--- src/pkg/spi_fifo_pkg.sv ---
// constants, register map and state codes for the fifo spi block
package spi_fifo_pkg;
  localparam int ADDR_W = 3;
  localparam int DATA_W = 8;
  localparam int WORD_W = 16;
  localparam int QUEUE_DEPTH = 8;
  localparam int QUEUE_CW = 4;
  localparam int BIT_CW = 5;

  localparam logic [2:0] OFF_CTRL1 = 3'h0;
  localparam logic [2:0] OFF_CTRL2 = 3'h1;
  localparam logic [2:0] OFF_BAUD = 3'h2;
  localparam logic [2:0] OFF_STATUS = 3'h3;
  localparam logic [2:0] OFF_DATA_HIGH = 3'h4;
  localparam logic [2:0] OFF_DATA_LOW = 3'h5;
  localparam logic [2:0] OFF_CLK_GATE = 3'h6;

  localparam int C1_LSB_FIRST = 0;
  localparam int C1_SEL_OUT_EN = 1;
  localparam int C1_PHASE = 2;
  localparam int C1_IDLE_LEVEL = 3;
  localparam int C1_MASTER = 4;
  localparam int C1_SYS_EN = 6;

  localparam int C2_SINGLE_WIRE = 0;
  localparam int C2_HALT_WAIT = 1;
  localparam int C2_BIDIR_OE = 3;
  localparam int C2_FAULT_EN = 4;
  localparam int C2_WORD16 = 6;
  localparam int C2_FIFO_EN = 7;

  localparam int ST_RX_READY = 0;
  localparam int ST_TX_ROOM = 1;
  localparam int ST_FAULT = 2;
  localparam int ST_RXQ_FULL = 3;
  localparam int ST_TXQ_FULL = 4;
  localparam int ST_RXQ_OVR = 5;

  localparam logic [7:0] CTRL1_RST = 8'h04;
  localparam logic [7:0] CTRL2_RST = 8'h00;
  localparam logic [7:0] BAUD_RST = 8'h00;
  localparam logic GATE_RST = 1'b1;

  localparam logic [BIT_CW-1:0] BITS_SHORT = 5'h08;
  localparam logic [BIT_CW-1:0] BITS_LONG = 5'h10;
  localparam logic [QUEUE_CW-1:0] LIMIT_SINGLE = 4'h1;
  localparam logic [QUEUE_CW-1:0] LIMIT_BYTES = 4'h8;
  localparam logic [QUEUE_CW-1:0] LIMIT_WORDS = 4'h4;

  typedef enum logic [1:0] {
    XFER_IDLE = 2'b00,
    XFER_SHIFT = 2'b01,
    XFER_FINISH = 2'b10
  } xfer_state_t;
endpackage

--- src/pkg/spi_queue_if.sv ---
// queue port bundle between the spi core and its queues
`timescale 1ns/1ps
interface spi_queue_if #(parameter int W = 16, parameter int CW = 4);
  logic push;
  logic [W-1:0] push_data;
  logic pop;
  logic flush;
  logic [CW-1:0] limit;
  logic [W-1:0] head;
  logic [CW-1:0] count;
  logic full;
  logic empty;
  modport store(input push, push_data, pop, flush, limit, output head, count, full, empty);
  modport user(output push, push_data, pop, flush, limit, input head, count, full, empty);
endinterface

--- src/rtl/spi_sync.sv ---
// two flip-flop synchroniser for pin inputs
`timescale 1ns/1ps
module spi_sync #(parameter int W = 4) (
  // clock and reset
  input wire logic sys_clk_i,
  input wire logic rst_n_i,
  // pins
  input wire logic [W-1:0] async_i,
  output logic [W-1:0] sync_o
);
  logic [W-1:0] meta_reg;

  if (W < 1) begin : g_bad_width
    $error("spi_sync width must be at least one");
  end

  always_ff @(posedge sys_clk_i or negedge rst_n_i) begin
    if (!rst_n_i) begin
      meta_reg <= '1;
      sync_o <= '1;
    end else begin
      meta_reg <= async_i;
      sync_o <= meta_reg;
    end
  end
endmodule

--- src/rtl/spi_queue.sv ---
// word queue with a run-time fill limit
`timescale 1ns/1ps
module spi_queue #(parameter int WIDTH = 16, parameter int DEPTH = 8) (
  // clock and reset
  input wire logic sys_clk_i,
  input wire logic rst_n_i,
  // module clock enable
  input wire logic en_i,
  // queue port
  spi_queue_if.store q
);
  localparam int AW = $clog2(DEPTH);
  localparam int CW = $clog2(DEPTH + 1);

  if (DEPTH < 2 || (DEPTH & (DEPTH - 1)) != 0 || $bits(q.head) != WIDTH || $bits(q.count) != CW) begin : g_bad
    $error("spi_queue depth must be a power of two and match the port");
  end

  logic [WIDTH-1:0] mem_reg [DEPTH];
  logic [AW-1:0] wr_ptr_reg;
  logic [AW-1:0] rd_ptr_reg;
  logic [CW-1:0] count_reg;
  logic do_push;
  logic do_pop;

  assign q.full = count_reg >= q.limit;
  assign q.empty = count_reg == '0;
  assign q.head = mem_reg[rd_ptr_reg];
  assign q.count = count_reg;
  assign do_push = en_i && q.push && !q.full && !q.flush;
  assign do_pop = en_i && q.pop && !q.empty && !q.flush;

  always_ff @(posedge sys_clk_i) begin
    if (do_push) begin
      mem_reg[wr_ptr_reg] <= q.push_data;
    end
  end

  always_ff @(posedge sys_clk_i or negedge rst_n_i) begin
    if (!rst_n_i) begin
      wr_ptr_reg <= '0;
      rd_ptr_reg <= '0;
      count_reg <= '0;
    end else if (en_i && q.flush) begin
      wr_ptr_reg <= '0;
      rd_ptr_reg <= '0;
      count_reg <= '0;
    end else begin
      if (do_push) begin
        wr_ptr_reg <= wr_ptr_reg + 1'b1;
      end
      if (do_pop) begin
        rd_ptr_reg <= rd_ptr_reg + 1'b1;
      end
      if (do_push && !do_pop) begin
        count_reg <= count_reg + 1'b1;
      end else if (do_pop && !do_push) begin
        count_reg <= count_reg - 1'b1;
      end
    end
  end
endmodule

--- src/rtl/spi_fifo_ctrl.sv ---
// spi master/slave core with queues, pin routing and low-power control
//
// Behaviour
// - clock gate bit set after every reset
// - wait mode: run, or halt clock generation
// - halted master freezes; slave keeps shifting
// - light stop: master pauses, slave continues
// - deep stop disables, registers return reset
// - master starts transfers, shift registers exchange
// - slave takes part only while selected
// - load at start, store after 8/16 bits
// - queue mode: eight bytes each, flags
// - master drives clock and data out
// - slave clocked by pin, drives data out
// - disabled: all four pins released
// - single-wire master: shared line on mosi
// - single-wire slave: mosi pin released
// - single-wire slave: shared line on miso
// - single-wire master: miso pin released
// - select pin role by mode and enables
// - disable forces idle, clears status flags
// - clock idle level shared by both ends
`timescale 1ns/1ps
module spi_fifo_ctrl (
  // clock and reset
  input wire logic sys_clk_i,
  input wire logic rst_n_i,
  // register port
  input wire logic [2:0] reg_addr_i,
  input wire logic [7:0] reg_wdata_i,
  input wire logic reg_wr_i,
  input wire logic reg_rd_i,
  output logic [7:0] reg_rdata_o,
  // power modes
  input wire logic wait_mode_i,
  input wire logic stop_light_i,
  input wire logic stop_deep_i,
  // serial clock pin
  input wire logic sck_i,
  output logic sck_o,
  output logic sck_oe_n_o,
  // master-out slave-in pin
  input wire logic mosi_i,
  output logic mosi_o,
  output logic mosi_oe_n_o,
  // master-in slave-out pin
  input wire logic miso_i,
  output logic miso_o,
  output logic miso_oe_n_o,
  // select pin
  input wire logic ss_n_i,
  output logic ss_n_o,
  output logic ss_n_oe_n_o,
  // pin ownership: sck, mosi, miso, select
  output logic [3:0] pin_owned_o
);
  logic [7:0] ctrl1_reg;
  logic [7:0] ctrl2_reg;
  logic [7:0] baud_reg;
  logic clk_gate_reg;
  logic [7:0] tx_high_reg;
  logic fault_reg;
  logic overrun_reg;
  logic [7:0] baud_cnt_reg;
  logic half_reg;
  logic sck_reg;
  logic out_bit_reg;
  logic ss_out_reg;
  logic [15:0] tx_sr_reg;
  logic [15:0] rx_sr_reg;
  logic [4:0] bit_cnt_reg;
  logic sck_d_reg;
  spi_fifo_pkg::xfer_state_t state_reg;
  spi_fifo_pkg::xfer_state_t state_next;

  logic sys_en, master, idle_lvl, phase, soe, lsbf;
  logic single, halt_wait, bidir_oe, fault_en, word16, fifo_en;
  logic clk_en, master_run, tick, fault_in, slave_sel;
  logic sck_s, mosi_s, miso_s, ss_s;
  logic lead_ev, trail_ev, sample_ev, drive_ev, din;
  logic start_ok, finish_m, finish_s, abort;
  logic [4:0] bits, cnt_now;
  logic [15:0] rx_word;
  logic [7:0] status;
  logic wr_data_low, rd_data_low;

  spi_queue_if #(.W(spi_fifo_pkg::WORD_W), .CW(spi_fifo_pkg::QUEUE_CW)) txq ();
  spi_queue_if #(.W(spi_fifo_pkg::WORD_W), .CW(spi_fifo_pkg::QUEUE_CW)) rxq ();

  assign sys_en = ctrl1_reg[spi_fifo_pkg::C1_SYS_EN];
  assign master = ctrl1_reg[spi_fifo_pkg::C1_MASTER];
  assign idle_lvl = ctrl1_reg[spi_fifo_pkg::C1_IDLE_LEVEL];
  assign phase = ctrl1_reg[spi_fifo_pkg::C1_PHASE];
  assign soe = ctrl1_reg[spi_fifo_pkg::C1_SEL_OUT_EN];
  assign lsbf = ctrl1_reg[spi_fifo_pkg::C1_LSB_FIRST];
  assign single = ctrl2_reg[spi_fifo_pkg::C2_SINGLE_WIRE];
  assign halt_wait = ctrl2_reg[spi_fifo_pkg::C2_HALT_WAIT];
  assign bidir_oe = ctrl2_reg[spi_fifo_pkg::C2_BIDIR_OE];
  assign fault_en = ctrl2_reg[spi_fifo_pkg::C2_FAULT_EN];
  assign word16 = ctrl2_reg[spi_fifo_pkg::C2_WORD16];
  assign fifo_en = ctrl2_reg[spi_fifo_pkg::C2_FIFO_EN];

  // module clock: gate bit and deep stop
  assign clk_en = clk_gate_reg && !stop_deep_i;
  // clock generation halts in wait (optional) and light stop
  assign master_run = clk_en && !(wait_mode_i && halt_wait) && !stop_light_i;
  assign bits = word16 ? spi_fifo_pkg::BITS_LONG : spi_fifo_pkg::BITS_SHORT;

  spi_sync #(.W(4)) u_sync (
    .sys_clk_i(sys_clk_i),
    .rst_n_i(rst_n_i),
    .async_i({sck_i, mosi_i, miso_i, ss_n_i}),
    .sync_o({sck_s, mosi_s, miso_s, ss_s})
  );

  spi_queue #(.WIDTH(spi_fifo_pkg::WORD_W), .DEPTH(spi_fifo_pkg::QUEUE_DEPTH)) u_txq (
    .sys_clk_i(sys_clk_i),
    .rst_n_i(rst_n_i),
    .en_i(clk_en),
    .q(txq)
  );

  spi_queue #(.WIDTH(spi_fifo_pkg::WORD_W), .DEPTH(spi_fifo_pkg::QUEUE_DEPTH)) u_rxq (
    .sys_clk_i(sys_clk_i),
    .rst_n_i(rst_n_i),
    .en_i(clk_en),
    .q(rxq)
  );

  // queue depth: one word double buffer, or eight bytes
  always_comb begin
    if (!fifo_en) begin
      txq.limit = spi_fifo_pkg::LIMIT_SINGLE;
    end else if (word16) begin
      txq.limit = spi_fifo_pkg::LIMIT_WORDS;
    end else begin
      txq.limit = spi_fifo_pkg::LIMIT_BYTES;
    end
  end
  assign rxq.limit = txq.limit;

  assign wr_data_low = reg_wr_i && reg_addr_i == spi_fifo_pkg::OFF_DATA_LOW;
  assign rd_data_low = reg_rd_i && reg_addr_i == spi_fifo_pkg::OFF_DATA_LOW;
  assign txq.push = wr_data_low && sys_en;
  assign txq.push_data = {word16 ? tx_high_reg : 8'h00, reg_wdata_i};
  assign txq.pop = state_reg == spi_fifo_pkg::XFER_IDLE && start_ok && !txq.empty;
  assign txq.flush = !sys_en;
  assign rxq.push = state_reg == spi_fifo_pkg::XFER_FINISH;
  assign rxq.push_data = rx_word;
  assign rxq.pop = rd_data_low;
  assign rxq.flush = !sys_en;

  // slave selection and mode fault input
  assign slave_sel = sys_en && !master && !ss_s;
  assign fault_in = sys_en && master && fault_en && !soe && !ss_s;

  // edge events: master from divider ticks, slave from the pin
  assign tick = master_run && state_reg == spi_fifo_pkg::XFER_SHIFT && master && baud_cnt_reg == baud_reg;
  always_comb begin
    if (master) begin
      lead_ev = tick && !half_reg;
      trail_ev = tick && half_reg;
    end else begin
      lead_ev = slave_sel && sck_s != sck_d_reg && sck_s != idle_lvl;
      trail_ev = slave_sel && sck_s != sck_d_reg && sck_s == idle_lvl;
    end
  end
  assign sample_ev = state_reg == spi_fifo_pkg::XFER_SHIFT && (phase ? trail_ev : lead_ev);
  assign drive_ev = state_reg == spi_fifo_pkg::XFER_SHIFT && (phase ? lead_ev : trail_ev);
  assign cnt_now = bit_cnt_reg + {4'h0, sample_ev};

  // shifter input pin per mode
  always_comb begin
    if (master) begin
      din = single ? mosi_s : miso_s;
    end else begin
      din = single ? miso_s : mosi_s;
    end
  end

  // transfer sequencing
  assign start_ok = clk_en && sys_en && (master ? (!txq.empty && !fault_in) : slave_sel);
  assign finish_m = master && trail_ev && cnt_now == bits;
  assign finish_s = !master && sample_ev && cnt_now == bits;
  assign abort = master ? fault_in : !slave_sel;

  always_comb begin
    state_next = state_reg;
    case (state_reg)
      spi_fifo_pkg::XFER_IDLE: begin
        if (start_ok) begin
          state_next = spi_fifo_pkg::XFER_SHIFT;
        end
      end
      spi_fifo_pkg::XFER_SHIFT: begin
        if (abort) begin
          state_next = spi_fifo_pkg::XFER_IDLE;
        end else if (finish_m || finish_s) begin
          state_next = spi_fifo_pkg::XFER_FINISH;
        end
      end
      spi_fifo_pkg::XFER_FINISH: begin
        state_next = spi_fifo_pkg::XFER_IDLE;
      end
      default: begin
        state_next = spi_fifo_pkg::XFER_IDLE;
      end
    endcase
  end

  always_ff @(posedge sys_clk_i or negedge rst_n_i) begin
    if (!rst_n_i) begin
      state_reg <= spi_fifo_pkg::XFER_IDLE;
    end else if (stop_deep_i || !sys_en) begin
      state_reg <= spi_fifo_pkg::XFER_IDLE;
    end else if (clk_en) begin
      state_reg <= state_next;
    end
  end

  // received word, aligned to the low bits in 8-bit mode
  always_comb begin
    if (word16) begin
      rx_word = rx_sr_reg;
    end else if (lsbf) begin
      rx_word = {8'h00, rx_sr_reg[15:8]};
    end else begin
      rx_word = {8'h00, rx_sr_reg[7:0]};
    end
  end

  function automatic logic first_bit(input logic [15:0] v, input logic lsb, input logic w16);
    first_bit = lsb ? v[0] : (w16 ? v[15] : v[7]);
  endfunction

  function automatic logic [15:0] shift_out(input logic [15:0] v, input logic lsb);
    shift_out = lsb ? {1'b0, v[15:1]} : {v[14:0], 1'b0};
  endfunction

  // shift registers: load, drive and sample
  always_ff @(posedge sys_clk_i or negedge rst_n_i) begin
    if (!rst_n_i) begin
      tx_sr_reg <= '0;
      rx_sr_reg <= '0;
      out_bit_reg <= 1'b0;
      bit_cnt_reg <= '0;
    end else if (stop_deep_i) begin
      tx_sr_reg <= '0;
      rx_sr_reg <= '0;
      out_bit_reg <= 1'b0;
      bit_cnt_reg <= '0;
    end else if (clk_en) begin
      if (state_reg == spi_fifo_pkg::XFER_IDLE && start_ok) begin
        bit_cnt_reg <= '0;
        out_bit_reg <= first_bit(txq.empty ? 16'h0000 : txq.head, lsbf, word16);
        if (phase) begin
          tx_sr_reg <= txq.empty ? 16'h0000 : txq.head;
        end else begin
          tx_sr_reg <= shift_out(txq.empty ? 16'h0000 : txq.head, lsbf);
        end
      end else begin
        if (drive_ev) begin
          out_bit_reg <= first_bit(tx_sr_reg, lsbf, word16);
          tx_sr_reg <= shift_out(tx_sr_reg, lsbf);
        end
        if (sample_ev) begin
          rx_sr_reg <= lsbf ? {din, rx_sr_reg[15:1]} : {rx_sr_reg[14:0], din};
          bit_cnt_reg <= cnt_now;
        end
      end
    end
  end

  // master bit-rate divider and serial clock
  always_ff @(posedge sys_clk_i or negedge rst_n_i) begin
    if (!rst_n_i) begin
      baud_cnt_reg <= '0;
      half_reg <= 1'b0;
      sck_reg <= 1'b0;
      sck_d_reg <= 1'b1;
    end else begin
      sck_d_reg <= sck_s;
      sck_reg <= idle_lvl ^ half_reg;
      if (stop_deep_i || state_reg != spi_fifo_pkg::XFER_SHIFT) begin
        baud_cnt_reg <= '0;
        half_reg <= 1'b0;
      end else if (master_run) begin
        baud_cnt_reg <= tick ? 8'h00 : baud_cnt_reg + 8'h01;
        if (tick) begin
          half_reg <= !half_reg;
        end
      end
    end
  end

  // automatic select output: low while a transfer runs
  always_ff @(posedge sys_clk_i or negedge rst_n_i) begin
    if (!rst_n_i) begin
      ss_out_reg <= 1'b1;
    end else begin
      ss_out_reg <= state_next == spi_fifo_pkg::XFER_IDLE || !clk_en || !sys_en;
    end
  end

  // pin routing
  assign sck_o = sck_reg;
  assign mosi_o = out_bit_reg;
  assign miso_o = out_bit_reg;
  assign ss_n_o = ss_out_reg;
  assign sck_oe_n_o = !(sys_en && master);
  assign mosi_oe_n_o = !(sys_en && master && (!single || bidir_oe));
  assign miso_oe_n_o = !(sys_en && !master && (single ? bidir_oe : slave_sel));
  assign ss_n_oe_n_o = !(sys_en && master && fault_en && soe);
  assign pin_owned_o[0] = sys_en;
  assign pin_owned_o[1] = sys_en && (master || !single);
  assign pin_owned_o[2] = sys_en && (!master || !single);
  assign pin_owned_o[3] = sys_en && (!master || fault_en);

  // registers
  always_ff @(posedge sys_clk_i or negedge rst_n_i) begin
    if (!rst_n_i) begin
      ctrl1_reg <= spi_fifo_pkg::CTRL1_RST;
      ctrl2_reg <= spi_fifo_pkg::CTRL2_RST;
      baud_reg <= spi_fifo_pkg::BAUD_RST;
      clk_gate_reg <= spi_fifo_pkg::GATE_RST;
      tx_high_reg <= 8'h00;
    end else if (stop_deep_i) begin
      ctrl1_reg <= spi_fifo_pkg::CTRL1_RST;
      ctrl2_reg <= spi_fifo_pkg::CTRL2_RST;
      baud_reg <= spi_fifo_pkg::BAUD_RST;
      clk_gate_reg <= spi_fifo_pkg::GATE_RST;
      tx_high_reg <= 8'h00;
    end else if (reg_wr_i) begin
      if (reg_addr_i == spi_fifo_pkg::OFF_CLK_GATE) begin
        clk_gate_reg <= reg_wdata_i[0];
      end
      if (clk_gate_reg) begin
        case (reg_addr_i)
          spi_fifo_pkg::OFF_CTRL1: ctrl1_reg <= reg_wdata_i;
          spi_fifo_pkg::OFF_CTRL2: ctrl2_reg <= {reg_wdata_i[7:6], 1'b0, reg_wdata_i[4:3], 1'b0, reg_wdata_i[1:0]};
          spi_fifo_pkg::OFF_BAUD: baud_reg <= reg_wdata_i;
          spi_fifo_pkg::OFF_DATA_HIGH: tx_high_reg <= reg_wdata_i;
          default: ;
        endcase
      end
    end
  end

  // sticky flags: a set in the clearing cycle wins
  always_ff @(posedge sys_clk_i or negedge rst_n_i) begin
    if (!rst_n_i) begin
      fault_reg <= 1'b0;
      overrun_reg <= 1'b0;
    end else if (stop_deep_i || !sys_en) begin
      fault_reg <= 1'b0;
      overrun_reg <= 1'b0;
    end else if (clk_en) begin
      if (fault_in) begin
        fault_reg <= 1'b1;
      end else if (reg_wr_i && reg_addr_i == spi_fifo_pkg::OFF_STATUS && reg_wdata_i[spi_fifo_pkg::ST_FAULT]) begin
        fault_reg <= 1'b0;
      end
      if (rxq.push && rxq.full) begin
        overrun_reg <= 1'b1;
      end else if (reg_wr_i && reg_addr_i == spi_fifo_pkg::OFF_STATUS && reg_wdata_i[spi_fifo_pkg::ST_RXQ_OVR]) begin
        overrun_reg <= 1'b0;
      end
    end
  end

  always_comb begin
    status = 8'h00;
    status[spi_fifo_pkg::ST_RX_READY] = sys_en && !rxq.empty;
    status[spi_fifo_pkg::ST_TX_ROOM] = sys_en && !txq.full;
    status[spi_fifo_pkg::ST_FAULT] = fault_reg;
    status[spi_fifo_pkg::ST_RXQ_FULL] = sys_en && fifo_en && rxq.full;
    status[spi_fifo_pkg::ST_TXQ_FULL] = sys_en && fifo_en && txq.full;
    status[spi_fifo_pkg::ST_RXQ_OVR] = overrun_reg;
  end

  // read data, valid in the cycle after the strobe
  always_ff @(posedge sys_clk_i or negedge rst_n_i) begin
    if (!rst_n_i) begin
      reg_rdata_o <= 8'h00;
    end else if (reg_rd_i) begin
      case (reg_addr_i)
        spi_fifo_pkg::OFF_CTRL1: reg_rdata_o <= ctrl1_reg;
        spi_fifo_pkg::OFF_CTRL2: reg_rdata_o <= ctrl2_reg;
        spi_fifo_pkg::OFF_BAUD: reg_rdata_o <= baud_reg;
        spi_fifo_pkg::OFF_STATUS: reg_rdata_o <= status;
        spi_fifo_pkg::OFF_DATA_HIGH: reg_rdata_o <= word16 ? rxq.head[15:8] : 8'h00;
        spi_fifo_pkg::OFF_DATA_LOW: reg_rdata_o <= rxq.head[7:0];
        spi_fifo_pkg::OFF_CLK_GATE: reg_rdata_o <= {7'h00, clk_gate_reg};
        default: reg_rdata_o <= 8'h00;
      endcase
    end
  end

  // checks
  a_gate_deep_wake: assert property (@(posedge sys_clk_i) disable iff (!rst_n_i)
    stop_deep_i |=> clk_gate_reg && ctrl1_reg == spi_fifo_pkg::CTRL1_RST && ctrl2_reg == spi_fifo_pkg::CTRL2_RST)
    else $error("deep stop did not restore reset values");
  a_wait_halt_freeze: assert property (@(posedge sys_clk_i) disable iff (!rst_n_i)
    (master && wait_mode_i && halt_wait && state_reg == spi_fifo_pkg::XFER_SHIFT && !stop_deep_i)
    |=> $stable(half_reg) && $stable(bit_cnt_reg))
    else $error("master moved while halted in wait");
  a_light_stop_pause: assert property (@(posedge sys_clk_i) disable iff (!rst_n_i)
    (master && stop_light_i && state_reg == spi_fifo_pkg::XFER_SHIFT) |=> $stable(tx_sr_reg))
    else $error("master shifted in light stop");
  a_slave_unselected: assert property (@(posedge sys_clk_i) disable iff (!rst_n_i)
    (!master && ss_s && state_reg == spi_fifo_pkg::XFER_IDLE) |=> state_reg == spi_fifo_pkg::XFER_IDLE)
    else $error("slave started without select");
  a_word_length: assert property (@(posedge sys_clk_i) disable iff (!rst_n_i)
    state_reg == spi_fifo_pkg::XFER_FINISH |-> bit_cnt_reg == bits ##1 state_reg == spi_fifo_pkg::XFER_IDLE)
    else $error("word stored at wrong bit count");
  a_disable_idle: assert property (@(posedge sys_clk_i) disable iff (!rst_n_i)
    !sys_en |=> state_reg == spi_fifo_pkg::XFER_IDLE && !fault_reg && !overrun_reg)
    else $error("disabled block not idle");
  a_pins_released: assert property (@(posedge sys_clk_i) disable iff (!rst_n_i)
    !sys_en |-> pin_owned_o == 4'h0 && sck_oe_n_o && mosi_oe_n_o && miso_oe_n_o && ss_n_oe_n_o)
    else $error("pin driven while disabled");
  a_single_master: assert property (@(posedge sys_clk_i) disable iff (!rst_n_i)
    (sys_en && master && single) |-> mosi_oe_n_o == !bidir_oe && miso_oe_n_o && !pin_owned_o[2])
    else $error("single-wire master pin routing wrong");
  a_single_slave: assert property (@(posedge sys_clk_i) disable iff (!rst_n_i)
    (sys_en && !master && single) |-> mosi_oe_n_o && !pin_owned_o[1] && miso_oe_n_o == !bidir_oe)
    else $error("single-wire slave pin routing wrong");
  a_duplex_master: assert property (@(posedge sys_clk_i) disable iff (!rst_n_i)
    (sys_en && master && !single) |-> !mosi_oe_n_o && miso_oe_n_o && !sck_oe_n_o)
    else $error("full-duplex master routing wrong");
  a_select_fault_in: assert property (@(posedge sys_clk_i) disable iff (!rst_n_i)
    (sys_en && master && fault_en && !soe) |-> ss_n_oe_n_o && pin_owned_o[3])
    else $error("fault input driven");
endmodule

--- config.mk ---
export PLATFORM = sky130hd
export DESIGN_NAME = spi_fifo_ctrl
export DESIGN_NICKNAME = d
export VERILOG_FILES = /design/src/pkg/spi_fifo_pkg.sv /design/src/pkg/spi_queue_if.sv /design/src/rtl/spi_sync.sv /design/src/rtl/spi_queue.sv /design/src/rtl/spi_fifo_ctrl.sv
export SDC_FILE = /design/constraint.sdc
export NUM_CORES = 1
export LEC_CHECK = 0
export BUFFER_PORTS_ARGS = -buffer_cell sky130_fd_sc_hd__buf_2
export CAP_MARGIN = 20
export CELL_PAD_IN_SITES_DETAIL_PLACEMENT = 1
export CELL_PAD_IN_SITES_GLOBAL_PLACEMENT = 2
export CORE_MARGIN = 8
export CORE_UTILIZATION = 50
export CTS_BUF_LIST = sky130_fd_sc_hd__clkbuf_4
export DETAILED_ROUTE_END_ITERATION = 10
export MAX_ROUTING_LAYER = met4
export PLACE_DENSITY = 0.84
export SETUP_SLACK_MARGIN = 0.1
export SLEW_MARGIN = 20
export SYNTH_ARGS = -nofsm -noshare
export SYNTH_HDL_FRONTEND = slang
export SYNTH_HIERARCHICAL = 1
export SYNTH_SLANG_ARGS = --single-unit
--- constraint.sdc ---
create_clock -name sys_clk_i -period 13.05 [get_ports sys_clk_i]
set_clock_uncertainty 0.05 [all_clocks]
set_input_delay 0.6525 -clock sys_clk_i [delete_from_list [all_inputs] [get_ports sys_clk_i]]
set_output_delay 0.6525 -clock sys_clk_i [all_outputs]
set_load 0.03 [all_outputs]
==> metrics.md <==
| Metric | Value |
|---|---|
| Crit path max-delay family | compound AO/OA/AOI/OAI gates |
| Final wirelength | 45900 um |
| CP max stage cell | dfstp_2 |
| Vias in the first global route | 12300 |
| Die ar. | 41500 um^2 |
| RSZ-0062 raised after global routing | false |
| Post-CTS setup buffers | 0 |
| Lkg Pwr | 7.49 nW |
| Worst Hold Class | in2reg |
| VDD IR-drop max | 0.0000913 V |
| Max incr delay on CP | 0.62 ns |
| F_max | 228 MHz |
| CP startpoint kind | flip-flop |
| Clock latency on the worst-skew pair | 0.81 ns |
| Longest Clk Path Bufs | 3 |
| Ys flop type | edfxtp_1 |
| FF-to-FF setup slack | 8.67 ns |
| Fin crit period | 4.38 ns |
| Critical path destination | u_txq/q.count[3] |
| CTS buffer count | 98 |
| Count of cell types in the netlist | 84 |
| DP HPWL | 29700 um |
| Pwr/cell area | 123 nW/um^2 |
| Largest net degree at the start of global routing | 77 |
| FF-to-FF End | u_txq/q.count[3] |
| Gpl congestion | 0.817 |
| Synth warn | 6 |
| WP buf/inv | 2 |
| Reg2Reg Depth | 13 |
| GRT Util Overall | 23.2% |
| Die width | 204 um |
| CTS tree | built |
| Final hold vios | 0 |
| Core Box Area | 34600 um^2 |
| Total grt overflow | 0 |
| Setup_tns | 0 ns |
| Status | finished clean |
| Row Count | 68 |
| Worst path arrival time | 5.06 ns |
| Layout area overhead | 11.5% |
| Clock-pin slew on the worst setup and hold paths | 0.08 ns |
| WHS | 0.153 ns |
| Routed len/inst | 23.6 um |
| I/O Pins | 42 |
| Hold_buf cts | 5 |
| Final period utilization | 33.6% |
| Kind of critical path | reg2reg |
| Launch point of the worst reg-to-reg path | clk_gate_reg |
| Worst setup path start | clk_gate_reg |
| Initial antenna violation count | 4 |
| Clock sinks | 377 |
| Sequential cell area fraction in the yosys report | 60.8% |
| Drc violations | 0 |
| Worst Path Max Fanout | 33 |
| Worst Path Required | 13.73 ns |
| Port Buf Inserts | 41 |
| Cells after Synth | 1309 |
| First-pass GRT wire length | 71900 um |
| Worst-Margin Slew | 1.07 ns |
| Post-DR vias/cell | 5.88 |
| Slew Limit Headroom | 28.3% |
| Die Height | 204 um |
| Final setup vio count | 0 |
| Mean Syn Cell Area | 13.5 um^2 |
| NumNets Final | 1450 |
| Fill count | 3416 |
| Mapped Area | 17600 um^2 |
| #FFs+latches synth | 377 |
| CTS Root Buffer Type | clkbuf_4 |
| Fraction of layout cells with a size suffix above 1 | 25.5% |
| DRT antenna net count | 0 |
| Initial DRC Count | 658 |
| Starting density of the core | 50.9% |
| Ys async rst share | 32.1% |
| CTS resizes | 0 |
| Max-cap violations | 0 |
| H-tree Lvls | 3 |
| Final-report max-slew violation count | 0 |
| Worst-path cell chain | inv_1, a211oi_2, nand3_1, nor2_1, o41a_1, nand2_1, ha_1, inv_1, ha_1, a21oi_1, nand3_1, a221oi_1, a31o_2 |
| Number of enable flip-flop cells after synthesis | 256 |
| Critical path depth | 13 |
| 1st-pass router iterations | 7 |
| CP endpoint kind | flip-flop |
| Via count | 11400 |
-- report_power, final --
group	switching, W	total [W]	internal (W)
Clock	0.000486	0.00103	0.000549
Combinational	0.0000651	0.0000911	0.0000260
Sequential	0.0000128	0.00129	0.00128
-- worst register-to-register path: cells and delay by family, from the launching register on --
kind                     cells  cell delay [ns]
AND/OR/NAND/NOR              4             1.20
AO/OA/AOI/OAI                5             1.39
flip-flops                   1             0.62
buffers and inverters        2             0.53
adder cells (fa/ha/maj)      2             0.53
-- through the flow --
stage	total power [W]	instance area (um^2)	cells	setup WS, ns	utilization (%)
2_1_floorplan	0.00137	17600	1310	8.93	-
3_3_place_gp	0.00141	18300	1755	8.27	52.9
3_5_place_dp	0.00141	18300	1755	8.06	52.9
4_1_cts	0.00245	19700	1940	8.67	56.7
5_1_grt	0.00252	19700	1946	8.20	56.8
6_report	0.00242	19700	1946	8.67	56.8
-- cells in the final DEF (no fill, tap or decap), drive strengths merged, types with 6 or more instances in the layout --
cell type,synthesis,final
nand2,146,146
ha,21,21
a21oi,57,57
and3,7,7
xnor2,11,11
o21ai,46,46
o41ai,17,17
nand4,10,10
mux4,64,64
o31ai,17,17
edfxtp,256,256
inv,40,42
buf,30,70
mux2,30,30
o22ai,16,16
nor3,11,11
or3,17,17
and2,20,20
nand2b,25,25
nor2b,25,25
clkbuf,48,159
o21a,6,6
dfstp,12,12
diode,0,6
clkinv,3,22
nor2,71,71
xor2,15,15
mux2i,51,51
a31oi,6,6
dfrtp,109,109
nor4,8,8
nand3,30,30
-- how the worst min path moves through the flow --
stage	end	slack (ns)	cells past startpoint	start
CTS	u_txq/mem_reg[3][7]	0.08	1	reg_wdata_i[7]
detailed placement	u_sync/sync_o[0]	0.30	0	u_sync/meta_reg[0]
global placement	u_sync/sync_o[3]	0.30	0	u_sync/meta_reg[3]
finish	u_txq/mem_reg[3][7]	0.15	1	reg_wdata_i[7]
floorplan	u_sync/sync_o[0]	0.30	0	u_sync/meta_reg[0]
global route	u_txq/mem_reg[4][7]	0.09	1	reg_wdata_i[7]
-- per-layer routing --
metal,track usage [%],share of wire (%),vias to the layer above
met5,-,0,-
met4,9.12,3.0,0
met3,4.34,4.4,86
met2,39.0,51,296
met1,27.6,41,5863
li1,-,-,5194
-- Yosys cell counts (12+ instances only) --
cell / n / area share [%]
edfxtp_1: 256 / 44
nand2_1: 146 / 3.1
dfrtp_1: 109 / 15
nor2_1: 71 / 1.5
mux4_2: 64 / 8.2
a21oi_1: 54 / 1.5
mux2i_1: 51 / 2.9
clkbuf_1: 46 / 0.98
o21ai_0: 46 / 1.3
inv_1: 38 / 0.81
nand3_1: 30 / 0.85
nor2b_1: 25 / 0.89
nand2b_1: 23 / 0.82
ha_1: 21 / 1.5
mux2_2: 21 / 1.3
and2_1: 19 / 0.67
buf_2: 17 / 0.48
o31ai_1: 17 / 0.72
or3_1: 17 / 0.60
o22ai_1: 16 / 0.57
o41ai_1: 16 / 0.79
xor2_1: 15 / 0.74
dfstp_2: 12 / 1.8
-- cells by family (layout without fill, tap and decap cells) --
| family | after synthesis | in the layout | synth area share, % |
|---|---|---|---|
| flip-flops | 377 | 377 | 60.8 |
| AO/OA/AOI/OAI | 219 | 219 | 8.60 |
| XOR/XNOR | 26 | 26 | 1.29 |
| buffers and inverters | 123 | 298 | 3.15 |
| adder cells (fa/ha/maj) | 23 | 23 | 1.72 |
| AND/OR/NAND/NOR | 395 | 395 | 11.2 |
| multiplexers | 145 | 145 | 13.2 |
| other | 1 | 8 | 0.0213 |
-- area by class of cell --
type                       instances  area, um^2  share of cell area, %
multi-input combinational        810        6440                   32.7
clock inverter                    21        81.3                  0.413
timing repair buffer              75         479                   2.44
tap                              455         569                   2.89
sequential                       377       10700                   54.6
clock buffer                     159        1190                   6.07
inverter                          43         161                  0.821
antenna                            6        15.0                 0.0763
Power figures use the tool's default switching activity.
